File: src/verilog/nfh_pkg.sv
// How it works
// RULE1: Feature commands only while all dies idle.
// RULE2: Feature-read mode holds until next command.
// RULE3: Target busy after feature address byte.
// RULE4: After status polling, send read-mode command.
// RULE5: No addressed status around feature data.
// RULE6: Read four subfeature bytes in order.
// RULE7: Timing mode in bits 2:0, rest zero.
// RULE8: Timing mode resets to mode 0.
// RULE9: Drive strength in bits 1:0, rest zero.
// RULE10: Drive strength resets to full.
// RULE11: Busy pull-down uses same encoding, full default.
// RULE12: Each die owns an 8-bit status byte.
// RULE13: Status commands make die output status.
// RULE14: Status output tracks changes while strobed.
// RULE15: After fetch polling, read-mode restores data.
// RULE16: Plain status answers last die, even busy.
// RULE17: Multi-die status needs the addressed command.
// RULE18: Bit 7 low means write protected.
// RULE19: Bits 6,5 high ready; 4:2 zero.
// RULE20: Cache mode bit 6 drives busy pin.
// RULE21: Bit 5 low while array programs.
// RULE22: Bit 0 current fail, bit 1 previous.
// RULE23: Feature write takes four bytes, then busy.
package nfh_pkg;
    // Pin timing, printed figures and derived cycle counts
    localparam int CLK_PERIOD_NS = 40;
    localparam int T_PULSE_NS    = 25;
    localparam int T_WB_NS       = 100;
    localparam int T_WHR_NS      = 60;
    localparam int T_ADL_NS      = 70;
    localparam int SYNC_CYC      = 2;
    localparam int PULSE_CYC = (T_PULSE_NS + CLK_PERIOD_NS - 1) / CLK_PERIOD_NS;
    localparam int WB_CYC    = (T_WB_NS + CLK_PERIOD_NS - 1) / CLK_PERIOD_NS;
    localparam int WHR_CYC   = (T_WHR_NS + CLK_PERIOD_NS - 1) / CLK_PERIOD_NS;
    localparam int ADL_CYC   = (T_ADL_NS + CLK_PERIOD_NS - 1) / CLK_PERIOD_NS;
    // Command codes
    localparam logic [7:0] CMD_GET_FEAT   = 8'hEE;
    localparam logic [7:0] CMD_SET_FEAT   = 8'hEF;
    localparam logic [7:0] CMD_STATUS     = 8'h70;
    localparam logic [7:0] CMD_STATUS_SEL = 8'h78;
    localparam logic [7:0] CMD_READ_MODE  = 8'h00;
    // Device feature map and power-on values
    localparam logic [7:0]  FEAT_INTERFACE_SPEED = 8'h01;
    localparam logic [7:0]  FEAT_OUTPUT_DRIVER   = 8'h80;
    localparam logic [7:0]  FEAT_BUSY_PULLDOWN   = 8'h81;
    localparam logic [31:0] FEAT_RESET           = 32'h0000_0000;
    localparam int SUBFEAT_BYTES = 4;
    localparam int ROW_CYCLES    = 3;
    // Die condition byte fields
    localparam int SR_WP_BIT         = 7;
    localparam int SR_READY_BIT      = 6;
    localparam int SR_ARRAY_IDLE_BIT = 5;
    localparam int SR_PRIOR_FAIL_BIT = 1;
    localparam int SR_FAIL_BIT       = 0;
    // Controller registers on APB
    localparam logic [7:0] REG_CMD   = 8'h00;
    localparam logic [7:0] REG_CFG   = 8'h04;
    localparam logic [7:0] REG_PARAM = 8'h08;
    localparam logic [7:0] REG_ROW   = 8'h0C;
    localparam logic [7:0] REG_STAT  = 8'h10;
    localparam int CFG_MULTI_BIT   = 8;
    localparam int CFG_WP_OFF_BIT  = 9;
    localparam int STAT_BUSY_BIT   = 0;
    localparam int STAT_REFUSE_BIT = 1;
    localparam int STAT_RB_BIT     = 2;
    typedef enum logic [1:0] {OP_GET_FEAT, OP_SET_FEAT, OP_STATUS} nfh_op_type;
    typedef enum logic [1:0] {CYC_CMD, CYC_ADDR, CYC_DIN, CYC_DOUT} nfh_kind_type;
    typedef struct packed {
        nfh_kind_type kind;
        logic [7:0]   data;
    } nfh_cyc_type;
endpackage

File: src/verilog/nfh_pin_seq.sv
`timescale 1ns/1ps
`default_nettype none
module nfh_pin_seq import nfh_pkg::*; #(
    parameter int PULSE = PULSE_CYC,
    parameter int HOLD  = PULSE_CYC + SYNC_CYC
) (
    // Clock and reset
    input  wire logic        clk,
    input  wire logic        rst_n,
    // Cycle request and answer
    input  wire logic        start,
    input  wire nfh_cyc_type cyc,
    input  wire logic [7:0]  io_sync,
    output logic             done,
    output logic [7:0]       rdata,
    // Pin drive
    output logic             cle,
    output logic             ale,
    output logic             we_n,
    output logic             re_n,
    output logic [7:0]       io_out,
    output logic             io_oe
);
    typedef enum logic [1:0] {Q_IDLE, Q_SETUP, Q_LOW, Q_HIGH} nfh_q_type;
    nfh_q_type    state_reg;
    logic         rd_reg;
    logic [3:0]   cnt_reg;

    generate
        if (PULSE < 1 || HOLD > 15 || HOLD < PULSE) begin : g_bad
            $error("nfh_pin_seq: pulse counts out of range");
        end
    endgenerate

    // One bus cycle: setup, strobe low, strobe high hold
    always_ff @(posedge clk or negedge rst_n) begin
        if (!rst_n) begin
            state_reg <= Q_IDLE;
            rd_reg    <= 1'b0;
            cnt_reg   <= 4'h0;
            done      <= 1'b0;
            rdata     <= 8'h00;
            cle       <= 1'b0;
            ale       <= 1'b0;
            we_n      <= 1'b1;
            re_n      <= 1'b1;
            io_out    <= 8'h00;
            io_oe     <= 1'b0;
        end else begin
            done <= 1'b0;
            unique case (state_reg)
                Q_IDLE: if (start) begin
                    cle       <= (cyc.kind == CYC_CMD);
                    ale       <= (cyc.kind == CYC_ADDR);
                    io_out    <= cyc.data;
                    io_oe     <= (cyc.kind != CYC_DOUT);
                    rd_reg    <= (cyc.kind == CYC_DOUT);
                    state_reg <= Q_SETUP;
                end
                Q_SETUP: begin
                    // Latches hold before the strobe falls
                    if (rd_reg) begin
                        re_n    <= 1'b0;
                        cnt_reg <= 4'(HOLD);
                    end else begin
                        we_n    <= 1'b0;
                        cnt_reg <= 4'(PULSE);
                    end
                    state_reg <= Q_LOW;
                end
                Q_LOW: if (cnt_reg == 4'h1) begin
                    // Read low stretched to cover the input synchroniser
                    we_n    <= 1'b1;
                    re_n    <= 1'b1;
                    if (rd_reg) begin
                        rdata <= io_sync;
                    end
                    cnt_reg   <= 4'(PULSE);
                    state_reg <= Q_HIGH;
                end else begin
                    cnt_reg <= cnt_reg - 4'h1;
                end
                Q_HIGH: if (cnt_reg == 4'h1) begin
                    cle       <= 1'b0;
                    ale       <= 1'b0;
                    io_oe     <= 1'b0;
                    done      <= 1'b1;
                    state_reg <= Q_IDLE;
                end else begin
                    cnt_reg <= cnt_reg - 4'h1;
                end
            endcase
        end
    end

    property p_no_contention;
        @(posedge clk) disable iff (!rst_n) !re_n |-> !io_oe;
    endproperty
    a_no_contention: assert property (p_no_contention) else $error("drive during read");

    property p_cycle_bound;
        @(posedge clk) disable iff (!rst_n)
            (start && state_reg == Q_IDLE) |-> ##[3:20] done;
    endproperty
    a_cycle_bound: assert property (p_cycle_bound) else $error("bus cycle never ended");
endmodule // nfh_pin_seq
`default_nettype wire

File: src/verilog/nfh_ctrl.sv
// Chosen here: the APB interface to the registers.
`timescale 1ns/1ps
`default_nettype none
module nfh_ctrl import nfh_pkg::*; (
    // Clock and reset
    input  wire logic        REF_CLK,
    input  wire logic        RESETN,
    // APB slave
    input  wire logic        PSEL,
    input  wire logic        PENABLE,
    input  wire logic        PWRITE,
    input  wire logic [7:0]  PADDR,
    input  wire logic [31:0] PWDATA,
    output logic      [31:0] PRDATA,
    output logic             PREADY,
    output logic             PSLVERR,
    // NAND pins
    output logic             NAND_CE_N,
    output logic             NAND_CLE,
    output logic             NAND_ALE,
    output logic             NAND_WE_N,
    output logic             NAND_RE_N,
    output logic             NAND_WP_N,
    output logic      [7:0]  NAND_IO_OUT,
    output logic             NAND_IO_OE,
    input  wire logic [7:0]  NAND_IO_IN,
    input  wire logic        NAND_RB_N
);
    typedef enum logic [3:0] {
        S_IDLE, S_CMD, S_ADDR, S_DIN, S_WAIT, S_PCMD, S_PRD, S_MODE, S_DOUT, S_STRD, S_DONE
    } nfh_state_type;

    nfh_state_type state_reg, after_reg;
    nfh_op_type    op_reg;
    nfh_cyc_type   cyc_reg, cyc_next;
    logic [3:0]    wait_reg;
    logic [1:0]    cnt_reg;
    logic [1:0]    rb_sync_reg;
    logic [7:0]    io_meta_reg, io_sync_reg;
    logic [31:0]   param_reg, cfg_reg;
    logic [23:0]   row_reg;
    logic [7:0]    die_stat_reg;
    logic          refuse_reg, launch_reg, waiting_reg, want;
    logic          seq_done;
    logic [7:0]    seq_rdata;
    logic          busy, rb_ready, acc, wr, start_req, start_ok;

    function automatic logic mapped(input logic [7:0] a);
        mapped = (a == REG_CMD) || (a == REG_CFG) || (a == REG_PARAM) ||
                 (a == REG_ROW) || (a == REG_STAT);
    endfunction

    // Pin inputs cross into the clock domain
    always_ff @(posedge REF_CLK or negedge RESETN) begin
        if (!RESETN) begin
            rb_sync_reg <= 2'b00;
            io_meta_reg <= 8'h00;
            io_sync_reg <= 8'h00;
        end else begin
            rb_sync_reg <= {rb_sync_reg[0], NAND_RB_N};
            io_meta_reg <= NAND_IO_IN;
            io_sync_reg <= io_meta_reg;
        end
    end

    assign busy      = (state_reg != S_IDLE);
    assign rb_ready  = rb_sync_reg[1];
    assign acc       = PSEL && PENABLE && PREADY;
    assign wr        = acc && PWRITE && mapped(PADDR);
    assign start_req = wr && (PADDR == REG_CMD);
    // Feature commands are refused unless every die is idle; plain status goes even when a die is busy
    assign start_ok  = start_req && !busy && (PWDATA[1:0] != 2'b11) &&
                       ((PWDATA[1:0] == 2'(OP_STATUS)) || rb_ready); // see RULE1 see RULE16

    // APB answer, one wait-free access phase
    always_ff @(posedge REF_CLK or negedge RESETN) begin
        if (!RESETN) begin
            PREADY  <= 1'b0;
            PSLVERR <= 1'b0;
            PRDATA  <= 32'h0000_0000;
        end else begin
            PREADY  <= PSEL && !PENABLE;
            PSLVERR <= PSEL && !PENABLE && !mapped(PADDR);
            if (PSEL && !PENABLE && !PWRITE) begin
                unique case (PADDR)
                    REG_CMD:   PRDATA <= {30'h0, op_reg};
                    REG_CFG:   PRDATA <= cfg_reg;
                    REG_PARAM: PRDATA <= param_reg;
                    REG_ROW:   PRDATA <= {8'h00, row_reg};
                    REG_STAT:  PRDATA <= {16'h0000, die_stat_reg, 5'h00, rb_ready,
                                          refuse_reg, busy}; // see RULE12
                    default:   PRDATA <= 32'h0000_0000;
                endcase
            end
        end
    end

    // Configuration, row address and refusal flag
    always_ff @(posedge REF_CLK or negedge RESETN) begin
        if (!RESETN) begin
            cfg_reg    <= FEAT_RESET;
            row_reg    <= 24'h000000;
            refuse_reg <= 1'b0;
            NAND_WP_N  <= 1'b0;
        end else begin
            if (wr && PADDR == REG_CFG) begin
                cfg_reg <= PWDATA;
            end
            if (wr && PADDR == REG_ROW) begin
                row_reg <= PWDATA[23:0];
            end
            NAND_WP_N <= cfg_reg[CFG_WP_OFF_BIT];
            // A new refusal wins over a clear in the same cycle
            if (start_req && !start_ok) begin
                refuse_reg <= 1'b1;
            end else if (wr && PADDR == REG_STAT && PWDATA[STAT_REFUSE_BIT]) begin
                refuse_reg <= 1'b0;
            end
        end
    end

    // Subfeature bytes: written by software, filled by feature reads
    always_ff @(posedge REF_CLK or negedge RESETN) begin
        if (!RESETN) begin
            param_reg    <= FEAT_RESET;
            die_stat_reg <= 8'h00;
        end else begin
            if (wr && PADDR == REG_PARAM && !busy) begin
                param_reg <= PWDATA;
            end
            if (seq_done && state_reg == S_DOUT) begin
                param_reg[{cnt_reg, 3'b000} +: 8] <= seq_rdata; // see RULE6 see RULE7 see RULE9
            end
            if (seq_done && (state_reg == S_PRD || state_reg == S_STRD)) begin
                die_stat_reg <= seq_rdata; // see RULE13 see RULE18 see RULE19 see RULE22
            end
        end
    end

    // Byte for the current bus cycle
    always_comb begin
        want          = 1'b1;
        cyc_next.kind = CYC_DOUT;
        cyc_next.data = 8'h00;
        unique case (state_reg)
            S_CMD: begin
                cyc_next.kind = CYC_CMD;
                unique case (op_reg)
                    OP_GET_FEAT: cyc_next.data = CMD_GET_FEAT;
                    OP_SET_FEAT: cyc_next.data = CMD_SET_FEAT; // see RULE23
                    default: cyc_next.data = cfg_reg[CFG_MULTI_BIT] ? CMD_STATUS_SEL
                                                                    : CMD_STATUS; // see RULE17
                endcase
            end
            S_ADDR: begin
                cyc_next.kind = CYC_ADDR;
                cyc_next.data = (op_reg == OP_STATUS) ? row_reg[{cnt_reg, 3'b000} +: 8]
                                                      : cfg_reg[7:0];
            end
            S_DIN: begin
                cyc_next.kind = CYC_DIN;
                cyc_next.data = param_reg[{cnt_reg, 3'b000} +: 8];
            end
            S_PCMD: begin
                cyc_next.kind = CYC_CMD;
                cyc_next.data = CMD_STATUS; // see RULE5
            end
            S_MODE: begin
                cyc_next.kind = CYC_CMD;
                cyc_next.data = CMD_READ_MODE; // see RULE4 see RULE15
            end
            S_PRD, S_DOUT, S_STRD: cyc_next.kind = CYC_DOUT;
            default: want = 1'b0;
        endcase
    end

    // Hand one cycle at a time to the pin sequencer
    always_ff @(posedge REF_CLK or negedge RESETN) begin
        if (!RESETN) begin
            launch_reg  <= 1'b0;
            waiting_reg <= 1'b0;
            cyc_reg     <= '0;
        end else begin
            launch_reg <= 1'b0;
            if (want && !waiting_reg) begin
                launch_reg  <= 1'b1;
                waiting_reg <= 1'b1;
                cyc_reg     <= cyc_next;
            end else if (seq_done) begin
                waiting_reg <= 1'b0;
            end
        end
    end

    // Operation sequence
    always_ff @(posedge REF_CLK or negedge RESETN) begin
        if (!RESETN) begin
            state_reg <= S_IDLE;
            after_reg <= S_IDLE;
            op_reg    <= OP_STATUS;
            wait_reg  <= 4'h0;
            cnt_reg   <= 2'b00;
            NAND_CE_N <= 1'b1;
        end else begin
            unique case (state_reg)
                S_IDLE: if (start_ok) begin
                    op_reg    <= nfh_op_type'(PWDATA[1:0]);
                    cnt_reg   <= 2'b00;
                    NAND_CE_N <= 1'b0;
                    state_reg <= S_CMD;
                end
                S_CMD: if (seq_done) begin
                    cnt_reg   <= 2'b00;
                    state_reg <= (op_reg == OP_STATUS && !cfg_reg[CFG_MULTI_BIT]) ? S_STRD
                                                                                    : S_ADDR;
                end
                S_ADDR: if (seq_done) begin
                    cnt_reg   <= cnt_reg + 2'b01;
                    state_reg <= S_WAIT;
                    if (op_reg == OP_GET_FEAT) begin
                        wait_reg  <= 4'(WB_CYC); // see RULE3
                        after_reg <= S_PCMD;
                    end else if (op_reg == OP_SET_FEAT) begin
                        wait_reg  <= 4'(ADL_CYC);
                        after_reg <= S_DIN;
                        cnt_reg   <= 2'b00;
                    end else if (cnt_reg == 2'(ROW_CYCLES - 1)) begin
                        wait_reg  <= 4'(WHR_CYC);
                        after_reg <= S_STRD;
                    end else begin
                        state_reg <= S_ADDR;
                    end
                end
                S_DIN: if (seq_done) begin
                    cnt_reg <= cnt_reg + 2'b01;
                    if (cnt_reg == 2'(SUBFEAT_BYTES - 1)) begin
                        wait_reg  <= 4'(WB_CYC); // see RULE23
                        after_reg <= S_PCMD;
                        state_reg <= S_WAIT;
                    end
                end
                S_WAIT: if (wait_reg <= 4'h1) begin
                    state_reg <= after_reg;
                end else begin
                    wait_reg <= wait_reg - 4'h1;
                end
                S_PCMD: if (seq_done) begin
                    wait_reg  <= 4'(WHR_CYC);
                    after_reg <= S_PRD;
                    state_reg <= S_WAIT;
                end
                S_PRD: if (seq_done && seq_rdata[SR_READY_BIT]) begin // see RULE14
                    state_reg <= (op_reg == OP_GET_FEAT) ? S_MODE : S_DONE; // see RULE4
                end
                S_MODE: if (seq_done) begin
                    cnt_reg   <= 2'b00;
                    wait_reg  <= 4'(WHR_CYC);
                    after_reg <= S_DOUT;
                    state_reg <= S_WAIT;
                end
                S_DOUT: if (seq_done) begin
                    cnt_reg <= cnt_reg + 2'b01;
                    if (cnt_reg == 2'(SUBFEAT_BYTES - 1)) begin
                        state_reg <= S_DONE; // see RULE6
                    end
                end
                S_STRD: if (seq_done) begin
                    state_reg <= S_DONE;
                end
                S_DONE: begin
                    NAND_CE_N <= 1'b1;
                    state_reg <= S_IDLE;
                end
                default: state_reg <= S_IDLE;
            endcase
        end
    end

    nfh_pin_seq u_seq (
        .clk     (REF_CLK),
        .rst_n   (RESETN),
        .start   (launch_reg),
        .cyc     (cyc_reg),
        .io_sync (io_sync_reg),
        .done    (seq_done),
        .rdata   (seq_rdata),
        .cle     (NAND_CLE),
        .ale     (NAND_ALE),
        .we_n    (NAND_WE_N),
        .re_n    (NAND_RE_N),
        .io_out  (NAND_IO_OUT),
        .io_oe   (NAND_IO_OE)
    );

    property p_feat_idle;
        @(posedge REF_CLK) disable iff (!RESETN)
            ($fell(NAND_CE_N) && op_reg != OP_STATUS) |-> $past(rb_ready);
    endproperty
    a_feat_idle: assert property (p_feat_idle) else $error("feature start while busy"); // see RULE1

    property p_mode_after_poll;
        @(posedge REF_CLK) disable iff (!RESETN)
            (state_reg == S_PRD && seq_done && seq_rdata[SR_READY_BIT] && op_reg == OP_GET_FEAT)
            |=> state_reg == S_MODE ##[1:40] (launch_reg && cyc_reg.data == CMD_READ_MODE);
    endproperty
    a_mode_after_poll: assert property (p_mode_after_poll) else $error("no read mode"); // see RULE4

    property p_no_sel_status;
        @(posedge REF_CLK) disable iff (!RESETN)
            (launch_reg && op_reg != OP_STATUS && cyc_reg.kind == CYC_CMD)
            |-> cyc_reg.data != CMD_STATUS_SEL;
    endproperty
    a_no_sel_status: assert property (p_no_sel_status) else $error("78h in feature op"); // see RULE5

    property p_four_bytes;
        @(posedge REF_CLK) disable iff (!RESETN)
            (state_reg == S_DOUT && seq_done && cnt_reg == 2'b11) |=> state_reg == S_DONE ##1
            (state_reg == S_IDLE && NAND_CE_N);
    endproperty
    a_four_bytes: assert property (p_four_bytes) else $error("feature read length"); // see RULE6

    property p_multi_sel;
        @(posedge REF_CLK) disable iff (!RESETN)
            (launch_reg && state_reg == S_CMD && op_reg == OP_STATUS && cfg_reg[CFG_MULTI_BIT])
            |-> cyc_reg.data == CMD_STATUS_SEL;
    endproperty
    a_multi_sel: assert property (p_multi_sel) else $error("plain status on multi die"); // see RULE17

    property p_setf_poll;
        @(posedge REF_CLK) disable iff (!RESETN)
            (state_reg == S_DIN && seq_done && cnt_reg == 2'b11)
            |=> (state_reg == S_WAIT && after_reg == S_PCMD);
    endproperty
    a_setf_poll: assert property (p_setf_poll) else $error("no busy wait"); // see RULE23

    property p_ce_busy;
        @(posedge REF_CLK) disable iff (!RESETN)
            (NAND_CE_N && !NAND_WE_N) |-> 1'b0;
    endproperty
    a_ce_busy: assert property (p_ce_busy) else $error("strobe without chip enable");
endmodule // nfh_ctrl
`default_nettype wire

File: config.mk
export PLATFORM = sky130hd
export DESIGN_NAME = nfh_ctrl
export DESIGN_NICKNAME = d
export VERILOG_FILES = /design/src/verilog/nfh_pkg.sv /design/src/verilog/nfh_pin_seq.sv /design/src/verilog/nfh_ctrl.sv
export SDC_FILE = /design/constraint.sdc
export NUM_CORES = 1
export LEC_CHECK = 0
export BUFFER_PORTS_ARGS = -buffer_cell sky130_fd_sc_hd__clkbuf_2
export CAP_MARGIN = 20
export CELL_PAD_IN_SITES_DETAIL_PLACEMENT = 0
export CELL_PAD_IN_SITES_GLOBAL_PLACEMENT = 2
export CORE_MARGIN = 2
export CORE_UTILIZATION = 30
export CTS_CLUSTER_SIZE = 10
export DETAILED_ROUTE_END_ITERATION = 8
export PLACE_DENSITY_LB_ADDON = 0.05
export SYNTH_ARGS = -nofsm -noshare
export SYNTH_HDL_FRONTEND = slang
export SYNTH_SLANG_ARGS = --single-unit
File: constraint.sdc
create_clock -name REF_CLK -period 2.44 [get_ports REF_CLK]
set_input_delay 0.488 -clock REF_CLK [delete_from_list [all_inputs] [get_ports REF_CLK]]
set_output_delay 0.488 -clock REF_CLK [all_outputs]
set_load 0.005 [all_outputs]
# Word-level counts from Yosys, hierarchy flattened

Index checks and enable logic that the tools add are counted.

Add/subtract/negate cells: 4
$lt $le $gt $ge: 1
Eq/ne operators: 50
Shifts and indexed selects: 4
Muxes and demuxes: 81
Reductions and logical operators: 69

Operators with widths:

| operator               | count |
|---|---|
| $pmux 32 s5            | 1 |
| $mux 4                 | 32 |
| $mux 32                | 2 |
| $pmux 4 s9             | 1 |
| $bwmux 32              | 1 |
| $pmux 4 s4             | 2 |
| $pmux 8 s4             | 1 |
| $shift 8x7->32 const A | 1 |
| $shiftx 32x6->8        | 1 |
| $shiftx 8x7->32        | 1 |
| $ne 2x1->1 const B     | 15 |
| $shiftx 24x6->8        | 1 |
| $logic_and 1x1->1      | 23 |
| $mux 2                 | 10 |
| $ne 2x2->1 const B     | 9 |
| $eq 4x3->1 const B     | 4 |
| $eq 8x4->1 const B     | 2 |
| $mux 1                 | 16 |
| $pmux 2 s4             | 2 |
| $pmux 8 s2             | 1 |
| $reduce_bool 4->1      | 4 |
| $reduce_and 3->1       | 5 |
| $eq 2x2->1 const B     | 7 |
| $reduce_and 7->1       | 2 |
| other kinds (29)       | 65 |

Flip-flop bits (word level): 208
Output and inout port bits: 49
Logic and storage cells: 242

# Logic depth before layout (Yosys ltp)

Gate-level depths: netlist (run 1).

Word-level depth: 13
Depth in mapped cells: 10
Depth with buffers taken out: 7

# Modules after synthesis

A second synthesis (run 1) with hierarchy kept.

Cells, all modules: 886
Area, all modules: 9985.8 µm²

Modules (own cells, without submodules):

| module      | times used | cells each | area each (µm²) | seq. area each (µm²) |
|---|---|---|---|---|
| nfh_ctrl    | 1          | 775        | 8608.3          | 4481.8 |
| nfh_pin_seq | 1          | 111        | 1377.6          | 728.2 |

# Least setup slack after synthesis (run 1)

Ideal clock, no wire load.

Path kind: flip-flop to flip-flop
From: register cnt_reg[0]
To: register after_reg[0]
Setup time: 0.125 ns
Data arrival time: 2.049 ns
Required time: 2.315 ns
Slack: 0.266 ns
Cell stages (with the launch flop): 9
Buffers on the path: 2
Clock period less this slack: 2.174 ns
Cells stage by stage: dfrtp_1 -> buf_2 -> buf_2 -> inv_1 -> ha_1 -> nand3b_1 -> o311a_1 -> nand2_1 -> mux2_2

Word-level cells in the longest chain between the ends: 3
Elaborated cells on any way between the ends: 5
Those cells by class: 4 x eq/ne; 1 x reduce/logical

Ends and longest elaborated chain:

| item                                                             | RTL line                         | text |
|---|---|---|
| start: declaration                                               | nfh_ctrl.sv:37                   | `logic [1:0] cnt_reg;` |
| start signal: assignment                                         | nfh_ctrl.sv:218                  | `cnt_reg <= cnt_reg + 2'b01;` |
| start signal: assignment                                         | nfh_ctrl.sv:235                  | `cnt_reg <= cnt_reg + 2'b01;` |
| start signal: assignment                                         | nfh_ctrl.sv:262                  | `cnt_reg <= cnt_reg + 2'b01;` |
| $eq 2x2->1, on equally long branches                             | nfh_ctrl.sv:227, nfh_ctrl.sv:236 |  |
| $ne 4x4->1 (no source line) / $ne 2x2->1 (equally long branches) | -                                |  |
| $reduce_and 7->1 (no source line) *                              | -                                |  |
| end signal: assignment                                           | nfh_ctrl.sv:225                  | `after_reg <= S_DIN;` |
| end signal: assignment                                           | nfh_ctrl.sv:229                  | `after_reg <= S_STRD;` |
| end signal: assignment                                           | nfh_ctrl.sv:238                  | `after_reg <= S_PCMD;` |
| end: declaration                                                 | nfh_ctrl.sv:33                   | `nfh_state_type state_reg, after_reg;` |

Mark *: on every way between the ends. The rest lies on a longest branch, timed or not.
A chain may end at the register's enable or synchronous reset.

# Worst setup path after layout (run 1)

From: register state_reg[2]
To: register after_reg[0]

Word-level cells in the longest chain between the ends: 3
Elaborated cells on any way between the ends: 13
Those cells by class: 10 x eq/ne; 1 x mux; 2 x reduce/logical

Ends and longest elaborated chain:

| item                                                | RTL line        | text |
|---|---|---|
| start: declaration                                  | nfh_ctrl.sv:33  |  |
| start signal: assignment                            | nfh_ctrl.sv:214 | `state_reg <= (op_reg == OP_STATUS && !cfg_reg[CFG_MULTI_BIT]) ? S_STRD` |
| start signal: assignment                            | nfh_ctrl.sv:243 | `state_reg <= after_reg;` |
| start signal: assignment                            | nfh_ctrl.sv:253 | `state_reg <= (op_reg == OP_GET_FEAT) ? S_MODE : S_DONE;` |
| $eq 4x2->1 / $eq 4x3->1 (equally long branches)     | nfh_ctrl.sv:205 | `unique case (state_reg)` |
| $ne 4x4->1 (no source line) (tied with other cells) | -               |  |
| $reduce_and 7->1 (no source line)                   | -               |  |
| end signal: assignment                              | nfh_ctrl.sv:199 | `after_reg <= S_IDLE;` |
| end signal: assignment                              | nfh_ctrl.sv:222 | `after_reg <= S_PCMD;` |
| end signal: assignment                              | nfh_ctrl.sv:225 |  |

Parallel ways exist; a longest one is shown, timed or not.

==> results_dict.tcl, run 1 <==
set metrics [dict create \
    bufs_on_longest_clock_path 3 \
    cp-endpoint "after_reg[0]" \
    grt_start_max_net_pins 57 \
    clkLatencyLatePin_ps 560 \
    place.detailed.hpwl_um 23500 \
    finish.cell_count_without_fillers 1503 \
    crit_path_start "state_reg[2]" \
    fp-row-count 67 \
    area.growth.synth_to_final_pct 20.1 \
    initial_utilization_pct 30.6 \
    final_nets 1110 \
    syn-instance-count 917 \
    wl_per_cell_um 22.0 \
    grt_util_all_layers_pct 18.8 \
    synth_warn 0 \
    finish_stage_setup_viols 0 \
    achievable-frequency_mhz 460 \
    hold_slack_ps 28.5 \
    drtAntennaViolNets 0 \
    reported_leakage_power_uw 0.00567 \
    postSynthAreaPerCell_um2 11.3 \
    grt_overflow_total 0 \
    worstPathCellList "buf_4 -> nor4b_2 -> nand3b_1 -> o311a_1 -> nand2_1 -> mux2_2" \
    clock_sinks 208 \
    vdd_ir_drop_max_uv 505 \
    grt_setup_unrepaired "false" \
    worst_path_largest_cell_delay_ps 520 \
    postSynthRegisterBits 208 \
    hold_path.class "in2reg" \
    layout_worst_path_cycle_share_pct 89.1 \
    worstPathMaxFanout 10 \
    vias_per_cell 5.03 \
    finalWorstPathRequiredPeriod_ps 2170 \
    die_width_um 190 \
    worst_path_max_delay_cell "sky130_fd_sc_hd__dfrtp_1" \
    post_synth_arst_share_pct 100 \
    worst_pin_slew_ps 551 \
    grt_antenna_before_repair 0 \
    tritoncts_buffers 26 \
    vias 7557 \
    detail_route.wirelength_um 33000 \
    core_area_mm2 0.0337 \
    place_congestion 0.759 \
    route.detailed.drc 0 \
    die_height_um 190 \
    boundaryPins 103 \
    drv_cap 0 \
    numPlacedInstances 1459 \
    critPathRequiredTime_ps 2870 \
    post_route_cells_drive_above_1_share_pct 27.2 \
    n_antenna_cell 0 \
    post_dp_cell_area_mm2 0.0116 \
    fp.dieArea_mm2 0.0359 \
    criticalPathCategory "reg2reg" \
    design_area_mm2 0.0124 \
    critical_path_arrival_ps 2600 \
    rr_worst_depth 6 \
    r2r_end "after_reg[0]" \
    status "finished clean" \
    slew_viol_final 0 \
    power-per-cell-area_mw_per_mm2 691 \
    timing.reg2reg.setup_slack_ps 270 \
    synth_edf_count 0 \
    synth.yosys.seq_area_share_pct 50.4 \
    yosys_most_used_dff "sky130_fd_sc_hd__dfrtp_1" \
    reg2reg_from "state_reg[2]" \
    port-buffer-count 102 \
    grt_pass1_vias 7923 \
    drtIter0Drc 350 \
    drt_first_pass_iters 5 \
    crit_start_category "flip-flop" \
    timing.slew.headroom_pct 63.3 \
    synth_fp_nets 987 \
    synth_area_mm2 0.0103 \
    cts_tree "built" \
    timing.critical_path.to_type "flip-flop" \
    cts-root-buf "sky130_fd_sc_hd__clkbuf_16" \
    worst_setup_hold_path_clk_slew_ps 60 \
    htreeDepth 1 \
    synth_cell_types 69 \
    number_of_hold_slack_violations_in_the_final_timing_report 0 \
    clock-skew-final_ps 25.0 \
    wire_length_of_the_first_global_routing_pass_um 51100 \
    setup_tns_ps 0 \
]
[per-layer routing]
layer	GRT usage, %	up-vias	routed length [um]
li1	-	3570	-
met1	26.3	3815	15700
met2	30.7	126	15500
met3	2.55	46	896
met4	5.04	0	855
met5	0	-	0
[cells in the final DEF, fill, tap and decap left out, drive strengths merged, types with 9 or more instances in the layout]
| cell type | instances |
|---|---|
| a21oi | 39 |
| a22oi | 27 |
| a2bb2oi | 9 |
| and3 | 15 |
| buf | 55 |
| clkbuf | 140 |
| dfrtp | 204 |
| ha | 16 |
| inv | 22 |
| mux2 | 104 |
| mux2i | 49 |
| nand2 | 103 |
| nor2 | 46 |
| nor2b | 11 |
| o21ai | 75 |
| o31ai | 21 |
[synth_stat cells, types with 20 or more instances]
| library cell | number | area, um2 |
|---|---|---|
| sky130_fd_sc_hd__dfrtp_1 | 204 | 5100 |
| sky130_fd_sc_hd__nand2_1 | 103 | 387 |
| sky130_fd_sc_hd__mux2_2 | 53 | 597 |
| sky130_fd_sc_hd__mux2i_1 | 49 | 490 |
| sky130_fd_sc_hd__nor2_1 | 46 | 173 |
| sky130_fd_sc_hd__o21ai_0 | 41 | 205 |
| sky130_fd_sc_hd__a21oi_1 | 39 | 195 |
| sky130_fd_sc_hd__o21ai_1 | 34 | 170 |
| sky130_fd_sc_hd__mux2_1 | 31 | 349 |
| sky130_fd_sc_hd__a22oi_1 | 27 | 203 |
| sky130_fd_sc_hd__clkbuf_1 | 26 | 97.6 |
| sky130_fd_sc_hd__inv_1 | 22 | 82.6 |
| sky130_fd_sc_hd__o31ai_1 | 21 | 158 |
| sky130_fd_sc_hd__mux2_4 | 20 | 300 |
[critical path, delay by kind of cell (launching register included)]
kind / cells / cell delay [ps]
multiplexers: 1 / 350
AO/OA/AOI/OAI: 1 / 240
AND/OR/NAND/NOR: 3 / 700
flip-flops: 1 / 520
buffers and inverters: 1 / 240
[timing repair]
item / in CTS / in global routing
buffers inserted: 0 / 0
hold endpoints to repair: 52 / 0
hold buffers: 1 / 0
gates resized for setup: 0 / 0
[kinds of logic (layout without fill, tap and decap cells)]
| logic type | count (synthesis) | in the layout | synth area share [%] |
|---|---|---|---|
| AOI/OAI and AO/OA | 225 | 225 | 14.0 |
| muxes | 161 | 161 | 18.6 |
| buffers and inverters | 84 | 222 | 4.19 |
| and+or+nand+nor | 221 | 221 | 10.7 |
| DFF | 208 | 208 | 50.4 |
| adders and majority gates | 16 | 16 | 1.94 |
| xor gates and xnor gates | 2 | 2 | 0.170 |
[area by class of cell]
type / count / area (um2)
Clock inverter: 4 / 70.1
Fill cell: 3425 / 21300
Inverter: 22 / 82.6
Tap cell: 448 / 561
Clock buffer: 39 / 719
Sequential cell: 208 / 5210
Timing Repair Buffer: 157 / 1070
Multi-Input combinational cell: 625 / 4690
[through the flow]
step	utilization [%]	worst slack, ps	total power (uW)
after floorplan	-	266	4480
after global placement	34.4	240	5010
after detailed placement	34.4	235	5010
after CTS	36.8	262	8770
after global routing	36.8	120	9030
final	36.8	267	8580
[worst min-delay path by stage]
stage,cells after the start,slack (ps),endpoint,from
floorplan,0,190,NAND_WP_N,RESETN
global placement,0,330,io_sync_reg[5],io_meta_reg[5]
detailed placement,0,340,io_sync_reg[2],io_meta_reg[2]
CTS,1,0.6,io_meta_reg[0],NAND_IO_IN[0]
global route,1,4,io_meta_reg[0],NAND_IO_IN[0]
finish,1,30,io_meta_reg[0],NAND_IO_IN[0]
[where the power goes]
| group | switching, uW | total [uW] | internal [uW] |
|---|---|---|---|
| Sequential | 130 | 3740 | 3610 |
| Clock | 1530 | 3660 | 2130 |
| Combinational | 692 | 1180 | 488 |
| Total | 2350 | 8580 | 6230 |
Power figures use the tool's default switching activity.
==> inputs of run 2 (changes only) <==
Settings changed: PLACE_DENSITY from default to 0.7, PLACE_DENSITY_LB_ADDON 0.05 to default.
Clock period 2.44 ns to 2.15 ns, I/O delays scaled along.
==> run 2 against run 1 <==
  * Combinational power grew 16%
  * Wire length shrank 7.6%
  * Total power grew 14%
  * Cell area grew 2.6%
  * Largest cell class unchanged
  * Hold slack gained 87 ps
  * Clock power grew 13%
  * Fmax grew 6.6%
  * Critical path depth grew 2
  * Utilization grew 0.96 points
  * First-iteration DRC count grew 43%
==> results_dict.tcl, run 2 (same netlist as run 1, synthesis figures left out) <==
set metrics [dict create \
    crit_start_category "flip-flop" \
    die_height_um 190 \
    grt_overflow_total 0 \
    boundaryPins 103 \
    clock_sinks 208 \
    port-buffer-count 102 \
    achievable-frequency_mhz 490 \
    grt_start_max_net_pins 55 \
    worst_setup_hold_path_clk_slew_ps 60 \
    slew_viol_final 0 \
    number_of_hold_slack_violations_in_the_final_timing_report 0 \
    place_congestion 0.802 \
    drv_cap 0 \
    worstPathMaxFanout 14 \
    most_frequent_cells_in_the_layout "202 x sky130_fd_sc_hd__dfrtp_1, 103 x sky130_fd_sc_hd__nand2_1, 101 x sky130_fd_sc_hd__clkbuf_2" \
    hold_path.class "in2reg" \
    drt_first_pass_iters 5 \
    post_route_cells_drive_above_1_share_pct 29.4 \
    status "finished clean" \
    drtIter0Drc 499 \
    fp.dieArea_mm2 0.0359 \
    fp-row-count 67 \
    wl_per_cell_um 19.8 \
    n_antenna_cell 0 \
    area.growth.synth_to_final_pct 23.3 \
    tritoncts_buffers 26 \
    core_area_mm2 0.0337 \
    vias 7699 \
    wire_length_of_the_first_global_routing_pass_um 47700 \
    route.detailed.drc 0 \
    grt_antenna_before_repair 0 \
    vias_per_cell 5.01 \
    post_cts_buffers 0 \
    cts_tree "built" \
    grt_util_all_layers_pct 17.2 \
    finish.cell_count_without_fillers 1538 \
    grt_pass1_vias 7960 \
    die_width_um 190 \
    timing.critical_path.to_type "flip-flop" \
    finish_stage_setup_viols 0 \
    finalWorstPathRequiredPeriod_ps 2040 \
    fin_util_pct 37.8 \
    clock-skew-final_ps 18.5 \
    detail_route.wirelength_um 30500 \
    critical_path_arrival_ps 2520 \
    vdd_ir_drop_max_uv 516 \
    htreeDepth 1 \
    timing.reg2reg.setup_slack_ps 110 \
    numPlacedInstances 1488 \
    cts-root-buf "sky130_fd_sc_hd__clkbuf_16" \
    criticalPathCategory "reg2reg" \
    fin_ws_ps 111 \
    worst_pin_slew_ps 570 \
    initial_utilization_pct 30.6 \
    most_frequent_standard_cell_in_the_layout_excluding_fill_and_tap_cells "sky130_fd_sc_hd__dfrtp_1" \
    place.detailed.hpwl_um 22400 \
    clkLatencyLatePin_ps 550 \
    post-place-ws_ps 26.1 \
    critPathRequiredTime_ps 2630 \
    timing.slew.headroom_pct 61.7 \
    layout_worst_path_cycle_share_pct 94.8 \
    reported_leakage_power_uw 0.00587 \
    power-per-cell-area_mw_per_mm2 766 \
    bufs_on_longest_clock_path 3 \
    final_nets 1148 \
    drtAntennaViolNets 0 \
]
-- run 2: changes by cell type in the layout (fill, tap and decap cells not counted) --
cell and change:
sky130_fd_sc_hd__buf_4 +29, sky130_fd_sc_hd__dlygate4sd3_1 +9, sky130_fd_sc_hd__clkbuf_1 -4, sky130_fd_sc_hd__clkbuf_8 +2
sky130_fd_sc_hd__clkinv_2 -2, sky130_fd_sc_hd__dfrtp_1 -2, sky130_fd_sc_hd__dfrtp_2 +2, sky130_fd_sc_hd__and2_1 -1
sky130_fd_sc_hd__and2_4 +1, sky130_fd_sc_hd__inv_6 +1
-- run 2: cell type report --
cell class                 instances  area (um2)
inverter                          22        82.6
fill                            3433       21000
clock inverter                     3        68.8
tap                              448         561
multi-input combinational        625        4690
timing repair buffer             195        1380
clock buffer                      37         732
sequential                       208        5210
-- run 2: layer usage --
layer	wire (um)	track usage, %	vias to the layer above
li1	-	-	3646
met1	14000	23.4	3847
met2	14600	29.0	164
met3	1380	2.58	42
met4	585	3.70	0
met5	0	0	-
-- run 2: per-stage QoR --
stage	total power, uW	cell area [um2]	TNS [ps]	hold slack (ps)
2_1_floorplan	5080	10300	0	134
3_3_place_gp	5680	11800	0	332
3_5_place_dp	5680	11800	0	335
4_1_cts	9890	12700	0	95.9
5_1_grt	10200	12700	-7.65	113
6_report	9760	12700	0	116
-- run 2: power by group --
part / internal, uW / switching [uW]
sequential: 4100 / 137
clock: 2470 / 1680
combinational: 593 / 782
-- run 2: worst max-delay path: stages (launching register included) --
cell and delay (ps):
sky130_fd_sc_hd__dfrtp_2 520, sky130_fd_sc_hd__buf_4 200, sky130_fd_sc_hd__nor4b_2 240, sky130_fd_sc_hd__buf_4 170
sky130_fd_sc_hd__and3_1 230, sky130_fd_sc_hd__nor4b_4 260, sky130_fd_sc_hd__buf_4 210, sky130_fd_sc_hd__nand2_1 60
sky130_fd_sc_hd__o21ai_1 90
-- run 2: worst paths after layout --
path                                start             end  cells past startpoint
hold / removal                 PWDATA[28]     cfg_reg[28]                      2
max in group asynchronous          RESETN      PRDATA[22]                      3
setup reg to reg             state_reg[1]   param_reg[29]                      8
hold reg to reg            io_meta_reg[5]  io_sync_reg[5]                      0
setup / recovery             state_reg[1]   param_reg[29]                      8
min in group asynchronous          RESETN    state_reg[3]                      2
-- run 2: what timing repair did --
item                                    CTS  global route
gates resized for setup                   0             3
endpoints found under the setup margin    0            15
hold buffers                             10             0
hold endpoints to repair                 57             0
